$ cat config.mk
export PLATFORM = sky130hd
export DESIGN_NAME = cmbf_bridge_filter
export DESIGN_NICKNAME = d
export VERILOG_FILES = /design/src/logic/cmbf_pkg.sv /design/src/logic/cmbf_addr_table.sv /design/src/logic/cmbf_bridge_filter.sv
export SDC_FILE = /design/constraint.sdc
export NUM_CORES = 2
export LEC_CHECK = 0
export CAP_MARGIN = 25
export CELL_PAD_IN_SITES_DETAIL_PLACEMENT = 1
export CELL_PAD_IN_SITES_GLOBAL_PLACEMENT = 2
export CORE_AREA = 2 2 393 395
export DETAILED_ROUTE_END_ITERATION = 16
export DIE_AREA = 0 0 395 397
export DONT_BUFFER_PORTS = 1
export GPL_TIMING_DRIVEN = 0
export MAX_ROUTING_LAYER = met4
export PLACE_DENSITY = 0.9
export RECOVER_POWER = 100
export SYNTH_ARGS = -nofsm -noshare
export SYNTH_HDL_FRONTEND = slang
export SYNTH_SLANG_ARGS = --single-unit
$ cat constraint.sdc
create_clock -name sys_clk -period 54.5 [get_ports sys_clk]
set_input_delay 8.175 -clock sys_clk [delete_from_list [all_inputs] [get_ports sys_clk]]
set_output_delay 8.175 -clock sys_clk [all_outputs]
set_load 0.005 [all_outputs]
$ cat src/logic/cmbf_pkg.sv
// Behaviour
// RULE1 - fill table until maximum; never displace entries (a provisioned address still evicts a learned customer when no room remains)
// RULE2 - table maximum configurable, never below one
// RULE3 - provisioned addresses loaded without any learning
// RULE4 - provisioned entry beats learned entry
// RULE5 - entries never age out
// RULE6 - reset clears every table entry
// RULE7 - each accepted frame decided exactly once
// RULE8 - frame not delivered in time is dropped
// RULE9 - frames leave in arrival order
// RULE10 - cable side unknown destination is dropped
// RULE11 - cable broadcast passes unless source is customer
// RULE12 - cable multicast needs policy and group permit
// RULE13 - ethernet unknown destination goes to cable
// RULE14 - ethernet broadcast goes to cable
// RULE15 - ethernet multicast follows operator filter setting
// RULE16 - ethernet frame from non-customer source dropped
// RULE17 - single user: second source never forwarded
// RULE18 - non-customer sources learned, filter local traffic
// RULE19 - single user: customer to local dropped
// RULE20 - selectable discard of spanning tree units
// RULE21 - ip always forwarded; single protocol restriction
// RULE22 - short upstream frames allowed, no padding
// RULE23 - classify source and destination before deciding
package cmbf_pkg;
  // table geometry
  localparam int TBL_DEPTH = 16,
    TBL_IDX_W = 4,
    MAC_W = 48,
    MAX_W = TBL_IDX_W + 1;
  localparam logic [MAX_W-1:0] MAX_RESET = 5'h10,
    MAX_MIN = 5'h01;

  // kind of a table entry
  typedef enum logic [1:0] {
    KIND_NONE = 2'h0,
    KIND_PROV = 2'h1,
    KIND_LEARN = 2'h2,
    KIND_LOCAL = 2'h3
  } cmbf_kind_type;

  // register offsets on the plain port
  localparam int REG_AW = 8;
  localparam logic [REG_AW-1:0] REG_CTRL = 8'h00,
    REG_MAX = 8'h04,
    REG_PROV_LO = 8'h08,
    REG_PROV_HI = 8'h0C,
    REG_STATUS = 8'h10,
    REG_PROTO = 8'h14,
    REG_DROPS = 8'h18;

  // control fields
  localparam int CTRL_W = 4,
    CTRL_BPDU_BIT = 0,
    CTRL_PROTO_BIT = 1,
    CTRL_SINGLE_BIT = 2,
    CTRL_MCAST_BIT = 3;
  localparam logic [CTRL_W-1:0] CTRL_RESET = 4'h9;
  localparam logic [15:0] PROTO_RESET = 16'h0800,
    PROTO_IP = 16'h0800;
  localparam int STAT_BUSY_BIT = 8,
    STAT_FULL_BIT = 9;

  // well known destinations
  localparam logic [MAC_W-1:0] BCAST_MAC = 48'hFFFFFFFFFFFF,
    BPDU_MAC = 48'h0180C2000000;
  localparam int GROUP_BIT = 40;

  // timing
  localparam int CLK_FREQ_KHZ = 40000,
    STALE_TIME_US = 10,
    STALE_CYCLES_INT = STALE_TIME_US * CLK_FREQ_KHZ / 1000;
  localparam logic [15:0] STALE_CYCLES = 16'(STALE_CYCLES_INT);

  // decision reason codes
  localparam logic [3:0] RSN_FWD = 4'h0,
    RSN_BPDU = 4'h1,
    RSN_PROTO = 4'h2,
    RSN_SRC = 4'h3,
    RSN_LOCAL = 4'h4,
    RSN_UNKNOWN = 4'h5,
    RSN_BCAST_SELF = 4'h6,
    RSN_MCAST = 4'h7,
    RSN_STALE = 4'h8;
endpackage

$ cat src/logic/cmbf_addr_table.sv
`timescale 1ns/1ps
module cmbf_addr_table #(
  parameter int DEPTH = cmbf_pkg::TBL_DEPTH,
  parameter int IDX_W = cmbf_pkg::TBL_IDX_W
) (
  // clock and reset
  input wire logic sys_clk,
  input wire logic rst,
  // write port
  input wire logic wr_en,
  input wire logic [IDX_W-1:0] wr_idx,
  input wire cmbf_pkg::cmbf_kind_type wr_kind,
  input wire logic [cmbf_pkg::MAC_W-1:0] wr_mac,
  // query addresses
  input wire logic [cmbf_pkg::MAC_W-1:0] src_mac,
  input wire logic [cmbf_pkg::MAC_W-1:0] dst_mac,
  // registered lookup results
  output cmbf_pkg::cmbf_kind_type src_kind,
  output logic [IDX_W-1:0] src_idx,
  output cmbf_pkg::cmbf_kind_type dst_kind,
  output logic free_found,
  output logic [IDX_W-1:0] free_idx,
  output logic lcust_found,
  output logic [IDX_W-1:0] lcust_idx,
  output logic [IDX_W:0] cust_count
);
  import cmbf_pkg::*;

  // whole table plus registered answers
  typedef struct packed {
    logic [DEPTH-1:0][1:0] kind;
    logic [DEPTH-1:0][MAC_W-1:0] mac;
    cmbf_kind_type src_kind;
    logic [IDX_W-1:0] src_idx;
    cmbf_kind_type dst_kind;
    logic free_found;
    logic [IDX_W-1:0] free_idx;
    logic lcust_found;
    logic [IDX_W-1:0] lcust_idx;
    logic [IDX_W:0] cust_count;
  } cmbf_tbl_state_type;

  cmbf_tbl_state_type s;
  cmbf_tbl_state_type next_s;
  logic [IDX_W+1:0] src_hit;
  logic [IDX_W+1:0] dst_hit;

  // lowest matching valid entry: kind and index
  function automatic logic [IDX_W+1:0] tbl_find(
    input logic [MAC_W-1:0] key,
    input logic [DEPTH-1:0][1:0] kinds,
    input logic [DEPTH-1:0][MAC_W-1:0] macs
  );
    logic [IDX_W+1:0] res;
    res = '0;
    for (int i = DEPTH - 1; i >= 0; i--) begin
      if (kinds[i] != KIND_NONE && macs[i] == key) begin
        res = {kinds[i], IDX_W'(i)};
      end
    end
    return res;
  endfunction

  // table update and parallel classification
  always_comb begin
    next_s = s;
    src_hit = tbl_find(src_mac, s.kind, s.mac);
    dst_hit = tbl_find(dst_mac, s.kind, s.mac);
    // entries change only by explicit write, never by age
    if (wr_en) begin // RULE5
      next_s.kind[wr_idx] = wr_kind;
      next_s.mac[wr_idx] = wr_mac;
    end
    // classify source and destination
    next_s.src_kind = cmbf_kind_type'(src_hit[IDX_W+1:IDX_W]); // RULE23
    next_s.src_idx = src_hit[IDX_W-1:0];
    next_s.dst_kind = cmbf_kind_type'(dst_hit[IDX_W+1:IDX_W]); // RULE23
    next_s.free_found = 1'b0;
    next_s.free_idx = '0;
    next_s.lcust_found = 1'b0;
    next_s.lcust_idx = '0;
    next_s.cust_count = '0;
    // scan for free slot, learned customer, customer count
    for (int i = DEPTH - 1; i >= 0; i--) begin
      if (s.kind[i] == KIND_NONE) begin
        next_s.free_found = 1'b1;
        next_s.free_idx = IDX_W'(i);
      end
      if (s.kind[i] == KIND_LEARN) begin
        next_s.lcust_found = 1'b1;
        next_s.lcust_idx = IDX_W'(i);
      end
      if (s.kind[i] == KIND_PROV || s.kind[i] == KIND_LEARN) begin
        next_s.cust_count = next_s.cust_count + (IDX_W + 1)'(1);
      end
    end
  end

  // reset empties the whole table
  always_ff @(posedge sys_clk or posedge rst) begin
    if (rst) begin
      s <= '0; // RULE6
    end else begin
      s <= next_s;
    end
  end

  // answers straight from the register
  assign src_kind = s.src_kind;
  assign src_idx = s.src_idx;
  assign dst_kind = s.dst_kind;
  assign free_found = s.free_found;
  assign free_idx = s.free_idx;
  assign lcust_found = s.lcust_found;
  assign lcust_idx = s.lcust_idx;
  assign cust_count = s.cust_count;
endmodule

$ cat src/logic/cmbf_bridge_filter.sv
`timescale 1ns/1ps
module cmbf_bridge_filter #(
  parameter int DEPTH = cmbf_pkg::TBL_DEPTH,
  parameter int IDX_W = cmbf_pkg::TBL_IDX_W
) (
  // clock and reset
  input wire logic sys_clk,
  input wire logic rst,
  // register port
  input wire logic [cmbf_pkg::REG_AW-1:0] reg_addr,
  input wire logic [31:0] reg_wdata,
  input wire logic reg_wr,
  input wire logic reg_rd,
  output logic [31:0] reg_rdata,
  // frame header offered for a decision
  input wire logic hdr_valid,
  output logic hdr_ready,
  input wire logic hdr_to_eth,
  input wire logic [cmbf_pkg::MAC_W-1:0] hdr_dst,
  input wire logic [cmbf_pkg::MAC_W-1:0] hdr_src,
  input wire logic [15:0] hdr_ethertype,
  input wire logic hdr_policy_permit,
  input wire logic hdr_group_permit,
  // decision toward the frame mover
  output logic dec_valid,
  input wire logic dec_ready,
  output logic dec_forward,
  output logic [3:0] dec_reason,
  output logic dec_stale
);
  import cmbf_pkg::*;

  // one-hot sequencer states
  typedef enum logic [3:0] {
    ST_IDLE = 4'b0001,
    ST_QUERY = 4'b0010,
    ST_DECIDE = 4'b0100,
    ST_EMIT = 4'b1000
  } cmbf_state_type;

  // all state of the filter
  typedef struct packed {
    cmbf_state_type fsm;
    logic hdr_ready;
    logic is_prov;
    logic to_eth;
    logic [MAC_W-1:0] dst;
    logic [MAC_W-1:0] src;
    logic [15:0] etype;
    logic policy;
    logic group;
    logic [CTRL_W-1:0] ctrl;
    logic [MAX_W-1:0] max;
    logic [15:0] proto;
    logic [31:0] prov_lo;
    logic prov_pending;
    logic [MAC_W-1:0] prov_mac;
    logic [31:0] rdata;
    logic dec_valid;
    logic dec_forward;
    logic [3:0] dec_reason;
    logic dec_stale;
    logic [15:0] wait_cnt;
    logic [15:0] drops;
    logic wr_en;
    logic [IDX_W-1:0] wr_idx;
    cmbf_kind_type wr_kind;
    logic [MAC_W-1:0] wr_mac;
  } cmbf_filter_state_type;

  cmbf_filter_state_type s;
  cmbf_filter_state_type next_s;

  // table answers, valid in the decide state
  cmbf_kind_type t_src_kind;
  logic [IDX_W-1:0] t_src_idx;
  cmbf_kind_type t_dst_kind;
  logic t_free_found;
  logic [IDX_W-1:0] t_free_idx;
  logic t_lcust_found;
  logic [IDX_W-1:0] t_lcust_idx;
  logic [IDX_W:0] t_cust_count;

  // decision helpers
  logic [MAX_W-1:0] eff_max;
  logic room;
  logic is_bcast;
  logic is_mcast;
  logic is_bpdu;
  logic src_cust;
  logic src_new_cust;
  logic src_ok;
  logic fwd;
  logic [3:0] rsn;
  logic [MAX_W-1:0] max_wr;

  // true for a customer entry, provisioned or learned
  function automatic logic is_cust(input cmbf_kind_type k);
    return (k == KIND_PROV) || (k == KIND_LEARN);
  endfunction

  // address table
  cmbf_addr_table #(
    .DEPTH(DEPTH),
    .IDX_W(IDX_W)
  ) u_table (
    .sys_clk(sys_clk),
    .rst(rst),
    .wr_en(s.wr_en),
    .wr_idx(s.wr_idx),
    .wr_kind(s.wr_kind),
    .wr_mac(s.wr_mac),
    .src_mac(s.src),
    .dst_mac(s.dst),
    .src_kind(t_src_kind),
    .src_idx(t_src_idx),
    .dst_kind(t_dst_kind),
    .free_found(t_free_found),
    .free_idx(t_free_idx),
    .lcust_found(t_lcust_found),
    .lcust_idx(t_lcust_idx),
    .cust_count(t_cust_count)
  );

  // single user shrinks the customer limit to one entry
  assign eff_max = s.ctrl[CTRL_SINGLE_BIT] ? MAX_MIN : s.max; // RULE17
  // customer slots remain below the limit
  assign room = ({1'b0, t_cust_count} < {1'b0, eff_max}) && t_free_found; // RULE1
  // address class of the held frame
  assign is_bcast = (s.dst == BCAST_MAC);
  assign is_mcast = s.dst[GROUP_BIT] && !is_bcast;
  assign is_bpdu = (s.dst == BPDU_MAC);
  // source class
  assign src_cust = is_cust(t_src_kind);
  assign src_new_cust = (t_src_kind == KIND_NONE) && room;
  assign src_ok = src_cust || src_new_cust;
  // written maximum held between one and the table size
  assign max_wr = (reg_wdata[MAX_W-1:0] == '0) ? MAX_MIN :
                  (reg_wdata[MAX_W-1:0] > MAX_RESET) ? MAX_RESET : reg_wdata[MAX_W-1:0];

  // per frame forward decision from the classified addresses
  always_comb begin
    fwd = 1'b1;
    rsn = RSN_FWD;
    if (is_bpdu && s.ctrl[CTRL_BPDU_BIT]) begin
      // spanning tree units discarded when selected
      fwd = 1'b0; // RULE20
      rsn = RSN_BPDU;
    end else if (s.ctrl[CTRL_PROTO_BIT] && s.etype != s.proto && s.etype != PROTO_IP) begin
      // restricted to one protocol, ip always passes
      fwd = 1'b0; // RULE21
      rsn = RSN_PROTO;
    end else if (!s.to_eth) begin
      // ethernet to cable
      if (!src_ok) begin
        // unsupported or second source is held back
        fwd = 1'b0; // RULE16 RULE17
        rsn = RSN_SRC;
      end else if (!is_bcast && !is_mcast && t_dst_kind != KIND_NONE) begin
        // destination lives on the ethernet side
        fwd = 1'b0; // RULE18 RULE19
        rsn = RSN_LOCAL;
      end else if (is_bcast) begin
        fwd = 1'b1; // RULE14
      end else if (is_mcast) begin
        // operator multicast filter setting
        fwd = s.ctrl[CTRL_MCAST_BIT]; // RULE15
        rsn = s.ctrl[CTRL_MCAST_BIT] ? RSN_FWD : RSN_MCAST;
      end else begin
        // unknown destination goes upstream, any length passes unpadded
        fwd = 1'b1; // RULE13 RULE22
      end
    end else begin
      // cable to ethernet
      if (is_bcast) begin
        // own customers' broadcasts are not looped back
        fwd = !src_cust; // RULE11
        rsn = src_cust ? RSN_BCAST_SELF : RSN_FWD;
      end else if (is_mcast) begin
        // both policy and group tracking must permit
        fwd = s.policy && s.group; // RULE12
        rsn = (s.policy && s.group) ? RSN_FWD : RSN_MCAST;
      end else if (t_dst_kind == KIND_NONE) begin
        fwd = 1'b0; // RULE10
        rsn = RSN_UNKNOWN;
      end
    end
  end

  // next state of the whole filter
  always_comb begin
    next_s = s;
    next_s.rdata = '0;
    next_s.dec_stale = 1'b0;
    next_s.wr_en = 1'b0;
    // frames pass one at a time, strictly in arrival order
    unique case (s.fsm) // RULE9
      ST_IDLE: begin
        if (s.prov_pending) begin
          // provisioning goes ahead of traffic
          next_s.prov_pending = 1'b0;
          next_s.is_prov = 1'b1;
          next_s.src = s.prov_mac;
          next_s.dst = s.prov_mac;
          next_s.fsm = ST_QUERY;
        end else if (hdr_valid && s.hdr_ready) begin
          // take the header
          next_s.is_prov = 1'b0;
          next_s.to_eth = hdr_to_eth;
          next_s.dst = hdr_dst;
          next_s.src = hdr_src;
          next_s.etype = hdr_ethertype;
          next_s.policy = hdr_policy_permit;
          next_s.group = hdr_group_permit;
          next_s.fsm = ST_QUERY;
        end
      end
      ST_QUERY: begin
        // table registers its classification
        next_s.fsm = ST_DECIDE; // RULE23
      end
      ST_DECIDE: begin
        next_s.wr_mac = s.src;
        if (s.is_prov) begin
          next_s.fsm = ST_IDLE;
          next_s.wr_kind = KIND_PROV;
          if (t_src_kind == KIND_LEARN) begin
            // already learned, promote in place
            next_s.wr_en = 1'b1; // RULE3
            next_s.wr_idx = t_src_idx;
          end else if (t_src_kind != KIND_PROV && room) begin
            // free customer slot
            next_s.wr_en = 1'b1; // RULE3
            next_s.wr_idx = (t_src_kind == KIND_LOCAL) ? t_src_idx : t_free_idx;
          end else if (t_src_kind != KIND_PROV && t_lcust_found) begin
            // no room left: evict a learned customer
            next_s.wr_en = 1'b1; // RULE4
            next_s.wr_idx = t_lcust_idx;
          end
        end else begin
          // learn unseen ethernet sources, never displacing
          if (!s.to_eth && t_src_kind == KIND_NONE && t_free_found) begin // RULE1
            next_s.wr_en = 1'b1;
            next_s.wr_idx = t_free_idx;
            // beyond the limit the source is only a local station
            next_s.wr_kind = src_new_cust ? KIND_LEARN : KIND_LOCAL; // RULE18
          end
          // exactly one decision per frame
          next_s.dec_valid = 1'b1; // RULE7
          next_s.dec_forward = fwd;
          next_s.dec_reason = rsn;
          next_s.wait_cnt = '0;
          if (!fwd) begin
            next_s.drops = s.drops + 16'h0001;
          end
          next_s.fsm = ST_EMIT;
        end
      end
      ST_EMIT: begin
        if (dec_ready) begin
          // decision taken once
          next_s.dec_valid = 1'b0; // RULE7
          next_s.fsm = ST_IDLE;
        end else if (s.wait_cnt == STALE_CYCLES - 16'h0001) begin
          // too late: withdraw and count the drop
          next_s.dec_valid = 1'b0; // RULE8
          next_s.dec_stale = 1'b1;
          next_s.dec_reason = RSN_STALE;
          next_s.drops = s.drops + 16'h0001;
          next_s.fsm = ST_IDLE;
        end else begin
          next_s.wait_cnt = s.wait_cnt + 16'h0001;
        end
      end
    endcase
    // register writes, after the sequencer so a new load wins
    if (reg_wr) begin
      case (reg_addr)
        REG_CTRL: next_s.ctrl = reg_wdata[CTRL_W-1:0];
        REG_MAX: next_s.max = max_wr; // RULE2
        REG_PROV_LO: next_s.prov_lo = reg_wdata;
        REG_PROV_HI: begin
          // upper half completes a provisioned address
          next_s.prov_mac = {reg_wdata[15:0], s.prov_lo}; // RULE3
          next_s.prov_pending = 1'b1;
        end
        REG_PROTO: next_s.proto = reg_wdata[15:0];
        default: ;
      endcase
    end
    // register reads answer in the following cycle only
    if (reg_rd) begin
      case (reg_addr)
        REG_CTRL: next_s.rdata = {{(32 - CTRL_W){1'b0}}, s.ctrl};
        REG_MAX: next_s.rdata = {{(32 - MAX_W){1'b0}}, s.max};
        REG_PROV_LO: next_s.rdata = s.prov_lo;
        REG_PROV_HI: next_s.rdata = {16'h0000, s.prov_mac[MAC_W-1:32]};
        REG_STATUS: begin
          next_s.rdata[IDX_W:0] = t_cust_count;
          next_s.rdata[STAT_BUSY_BIT] = (s.fsm != ST_IDLE) || s.prov_pending;
          next_s.rdata[STAT_FULL_BIT] = ({1'b0, t_cust_count} >= {1'b0, eff_max});
        end
        REG_PROTO: next_s.rdata = {16'h0000, s.proto};
        REG_DROPS: next_s.rdata = {16'h0000, s.drops};
        default: next_s.rdata = '0;
      endcase
    end
    // headers are taken only when idle with no provisioning waiting
    next_s.hdr_ready = (next_s.fsm == ST_IDLE) && !next_s.prov_pending;
  end

  // state register; reset restores every setting
  always_ff @(posedge sys_clk or posedge rst) begin
    if (rst) begin
      s <= '0;
      s.fsm <= ST_IDLE;
      s.hdr_ready <= 1'b1;
      s.ctrl <= CTRL_RESET;
      s.max <= MAX_RESET;
      s.proto <= PROTO_RESET;
      s.wr_kind <= KIND_NONE;
    end else begin
      s <= next_s;
    end
  end

  // outputs straight from flip-flops
  assign reg_rdata = s.rdata;
  assign hdr_ready = s.hdr_ready;
  assign dec_valid = s.dec_valid;
  assign dec_forward = s.dec_forward;
  assign dec_reason = s.dec_reason;
  assign dec_stale = s.dec_stale;
endmodule

* Word level (Yosys, flattened, before mapping) *
Index checks and enable logic that the tools add are counted.

word-level totals
  register bits = 1176
  output and inout bits = 40
  logic and storage cells = 458

operators by class
  mux-type cells = 150
  bitwise gates (word level) = 2
  reduce and logical (&&, ||, !) cells = 126
  eq/ne operators = 92
  add/sub/neg operators = 17
  magnitude comparators = 5

operators with widths
  operator                                                count
  equality test 48 bit                                    32
  bitwise mux 768 bit                                     1
  2-to-1 mux 5 bit                                        54
  2-to-1 mux 6 bit                                        33
  demux 48 bit (select 4 bit)                             1
  2-to-1 mux 116 bit                                      1
  2-to-1 mux 49 bit                                       2
  2-to-1 mux 96 bit                                       1
  case mux 22 bit (4 select lines)                        1
  adder 5 x 1 -> 5 bit (second input constant)            14
  2-to-1 mux 32 bit                                       2
  case mux 32 bit (2 select lines)                        1
  2-to-1 mux 55 bit                                       1
  equality test 48 x 41 -> 1 bit (second input constant)  1
  equality test 48 bit (second input constant)            1
  logical AND 1 bit                                       48
  2-to-1 mux 16 bit                                       3
  2-to-1 mux 48 bit                                       1
  nonzero test 2 bit                                      20
  2-to-1 mux 37 bit                                       1
  equality test 2 bit (second input constant)             18
  logical NOT 2 bit                                       18
  2-to-1 mux 4 bit                                        9
  case mux 5 bit (7 select lines)                         1
  other kinds (42)                                        127

* Logic depth before layout (Yosys ltp) *
  depth in word-level cells = 33
  mapped depth = 41
  gate-level depth less buffers = 41

* By module *
From an unflattened synthesis, not the netlist that was laid out.

unflattened totals
  cells, all modules = 6140
  area total of the unflattened synthesis = 67533.5 um^2

modules (own cells, without submodules)
  module              area an instance (um^2)  times used  cells each  sequential area each (um^2)
  cmbf_addr_table     51345.5                  1           4725        20594.8
  cmbf_bridge_filter  16188.0                  1           1415        8841.0

* Least setup slack after synthesis *
No wires, ideal clock.

  kind = in2reg
  start = input reg_addr[3] (netlist bit)
  end = register s[126] (netlist bit)
  stages on the path = 8
  setup time = 0.125 ns
  setup slack = 44.209 ns
  required time = 54.375 ns
  arrival time = 10.166 ns
  path through = clkbuf_1 > nor2b_1 > and3_1 > and3_1 > clkbuf_1 > buf_1 > buf_1 > mux2_2

between the ends
  cells in the longest elaborated chain, start to end = 2

ends and longest elaborated chain
  element                        line                       RTL
  start: declaration             cmbf_bridge_filter.sv:10   input wire logic [cmbf_pkg::REG_AW-1:0] reg_addr,
  equality test 8 x 4 -> 1 bit   cmbf_bridge_filter.sv:278  case (reg_addr)
  AND reduction 2 bit (no line)  --
  end signal: assignment         cmbf_bridge_filter.sv:323  s <= next_s;
  end: declaration               cmbf_bridge_filter.sv:71   cmbf_filter_state_type s;

No other way between the ends.
A chain may end at the register's enable or synchronous reset.

==> impl_results.md <==
- Post-layout nets: 6636
- Filler Cell Count: 16300
- Sequential share of power: 26.2%
- Site Rows: 144
- Drt via density: 6.97
- Post-CTS setup buffer count: 0
- P_int: 2.15 mW
- GR Layer Usage met3: 25.2%
- WP data arrival: 23.76 ns
- Die width: 395 um
- CP max-delay cell: clkbuf_1
- Die height: 397 um
- Synth unique cells: 76
- Post-cts resize count: 0
- # DRC: 0
- IO Port Bufs: 0
- Share of post-route cells with drive strength above 1: 22.1%
- Yosys top cell area share: 43.9%
- Fin crit period: 24.50 ns
- CP dominant cell by count: clkbuf_1
- Global-route wire length before repair: 535000 um
- Max Clk Rate: 0.0408 GHz
- Asr flop ratio synth: 100%
- Synth warn: 0
- Met1 usage: 61.1%
- Post-Syn Nets: 6381
- Drt wl/cell: 47.1 um
- Area of placed instances: 71600 um^2
- Detailed placement HPWL: 285000 um
- Syn Area/Cell: 10.8 um^2
- H-tree depth: 4
- Total power: 4.58 mW
- Design area: 76400 um^2
- Post-synthesis instance total: 6162
- Boundary Pins: 201
- CTS tree: yes
- Final hold violations: 0
- Clk Latency, worst-skew pair: 0.85 ns
- Worst-margin pin slew: 6.89 ns
- Switching fraction of total power: 53.0%
- Starting Density: 43.6%
- Post-synthesis sequential area ratio: 44.1%
- Total track usage: 52.6%
- Final-report setup violation count: 0
- Area Overhead vs Synth: 14.4%
- Final setup TNS: 0 ns
- Biggest area consumer among synthesized cells: dfrtp_1
- Max incr delay on CP: 4.89 ns
- Post-synth EDFFs: 0
- Max Buffers Root-to-Sink: 3
- Min-delay worst type: reg -> reg
- Initial antenna violation count: 85
- Net switching power: 2.42 mW
- Setup WS pre-CTS: 43.40 ns
- Clk slew on worst S/H paths: 0.06 ns
- Core area: 153000 um^2
- Clk_skew: 0.0476 ns
- Critical-path cell list: clkinvlp_2 > clkbuf_1 > clkbuf_1 > clkbuf_1
- Final worst slack: 30.00 ns
- Drt initial violations: 9641
- LEAKAGE: 35.5 nW
- Maximum VDD drop: 0.0000556 V
- Hold_buf cts: 0
- Routability congestion estimate: 1.13
- Largest net degree at the start of global routing: 123
- Top FF cell, synth: dfrtp_1
- Worst-path fanout max: 121
- Type of origin of the critical path: primary input
- Post-Syn Area: 66800 um^2
- CP endpoint kind: asynchronous set/reset pin
- Clk sinks: 1176
- Busiest grt layer: met2
- CTS Buf Count: 140
- Critical path type: in -> async
- Number of global-route vias before repair: 58300
- Unrepaired setup endpoints after global routing: false
- Logic gate share of total power: 51.4%
- TritonRoute pass-1 iters: 9
- Maxcap violations: 20
- Die area: 157000 um^2
- Status: finished with violations
- Violated checks: capacitance limit, slew limit
- Utilization after layout: 49.9%
- WP data required: 53.76 ns
- Slew Limit Fails: 1286
- Power per cell area: 59.9 nW/um^2
- Antenna Nets Post-Route: 0
- Grt met2 use: 67.3%
- Total grt overflow: 0
- Total number of vias: 60300
- Yosys reg bits: 1176
- Fin crit share: 45.0%
- Clk pwr share: 22.4%
- Root Buffer: clkbuf_16
- Slew margin rel.: -359%
- Synth top area cells: dfrtp_1 (44%), mux2_2 (15%), xor2_1 (10%), xnor2_1 (8.9%), nor4_1 (2.3%)
- Final wirelength: 408000 um
## final timing paths
| check | slack (ns) | to | from | cells after the start |
|---|---|---|---|---|
| min in group asynchronous | 8.34 | s[76]$_DFFE_PP0P_ | rst | 1 |
| max reg2reg | 46.27 | u_table.cust_count[4]$_DFF_PP0_ | u_table.s[821]$_DFFE_PP0P_ | 38 |
| min reg2reg | 0.48 | dec_reason[3]$_DFFE_PP0P_ | dec_reason[3]$_DFFE_PP0P_ | 1 |
| max in group sys_clk | 44.09 | s[126]$_DFFE_PP0P_ | reg_addr[3] | 8 |
| min | 0.48 | dec_reason[3]$_DFFE_PP0P_ | dec_reason[3]$_DFFE_PP0P_ | 1 |
| max | 30.00 | u_table.s[352]$_DFFE_PP0P_ | rst | 4 |
## power by group through the flow
| stage | Sequential, mW | Combinational, mW | Clock [mW] |
|---|---|---|---|
| 6_report | 1.20 | 2.35 | 1.02 |
| 5_1_grt | 1.18 | 2.26 | 1.05 |
| 4_1_cts | 1.17 | 2.13 | 1.02 |
| 3_5_place_dp | 1.19 | 2.11 | 0 |
| 3_3_place_gp | 1.19 | 1.98 | 0 |
| 2_1_floorplan | 1.06 | 0.950 | 0 |
## cell usage after synthesis, drive strengths merged, types with 6 or more instances
master / instances
o21a: 10
xor2: 771
and3: 30
o31ai: 8
mux2: 879
ha: 58
nor3b: 7
o21ai: 123
nand2: 263
o22ai: 58
nor2: 236
a22oi: 109
inv: 177
nand3: 52
buf: 138
a221oi: 39
o2bb2ai: 21
dfstp: 6
a21oi: 168
clkbuf: 328
nor2b: 22
nor4: 247
a21o: 6
o2111ai: 12
a22o: 16
nor3: 67
xnor2: 687
o221ai: 8
a31oi: 16
a2111oi: 9
or4: 7
dfrtp: 1170
a222oi: 12
nor4b: 6
o211ai: 8
and2: 9
a211oi: 17
mux2i: 28
nand2b: 34
nand4: 228
or3: 13
## per-layer routing
metal  part of all wire (%)  routed length (um)
met5                      0                   0
met4                     11               43700
met3                     15               61100
met2                     39              158000
met1                     36              145000
## metrics by stage
step	hold slack [ns]	instances
4_1_cts	0.481	8564
5_1_grt	0.498	8636
2_1_floorplan	0.446	6162
3_5_place_dp	0.468	8314
6_report	0.476	8658
3_3_place_gp	0.462	8206
## worst max-delay path, delay by kind of cell
kind     cells  cell delay (ns)
buf+inv      4            15.03
## cell type report
type / instances / area [um^2] / area share, %
antenna: 89 / 223 / 0.292
clock buffer: 192 / 3960 / 5.18
inverter: 179 / 673 / 0.881
timing repair buffer: 113 / 1700 / 2.23
multi-input combinational: 4341 / 34800 / 45.6
sequential: 1176 / 29400 / 38.5
buffer: 466 / 2090 / 2.74
tap: 2044 / 2560 / 3.35
clock inverter: 58 / 938 / 1.23
## flip-flops by register name (all words and copies together), names as in the netlist, 2 cells and up
register and flops:
dec_reason 4, reg_rdata 32, s 313, u_table.cust_count 5
u_table.dst_kind 2, u_table.free_idx 4, u_table.lcust_idx 4, u_table.s 800
u_table.src_idx 4, u_table.src_kind 2
## kinds of logic after synthesis
logic type	share of synthesized area (%)
xor+xnor	19.4
flops	44.1
fa+ha+maj	1.09
buf+inv	3.84
mux	15.2
simple gates	9.65
compound gates	6.64
## placed cells by master, fill, tap and decap left out, types with 176 or more instances in the layout
cell type  Yosys  final
xnor2_1      682    683
nor4_1       247    240
nand2_1      262    262
inv_1        177    176
dfrtp_1     1170   1170
mux2_2       879    871
nor2_1       236    236
nand4_1      228    228
xor2_1       769    769
clkbuf_1     328    289
No activity file was read; power rests on OpenSTA's default activity.
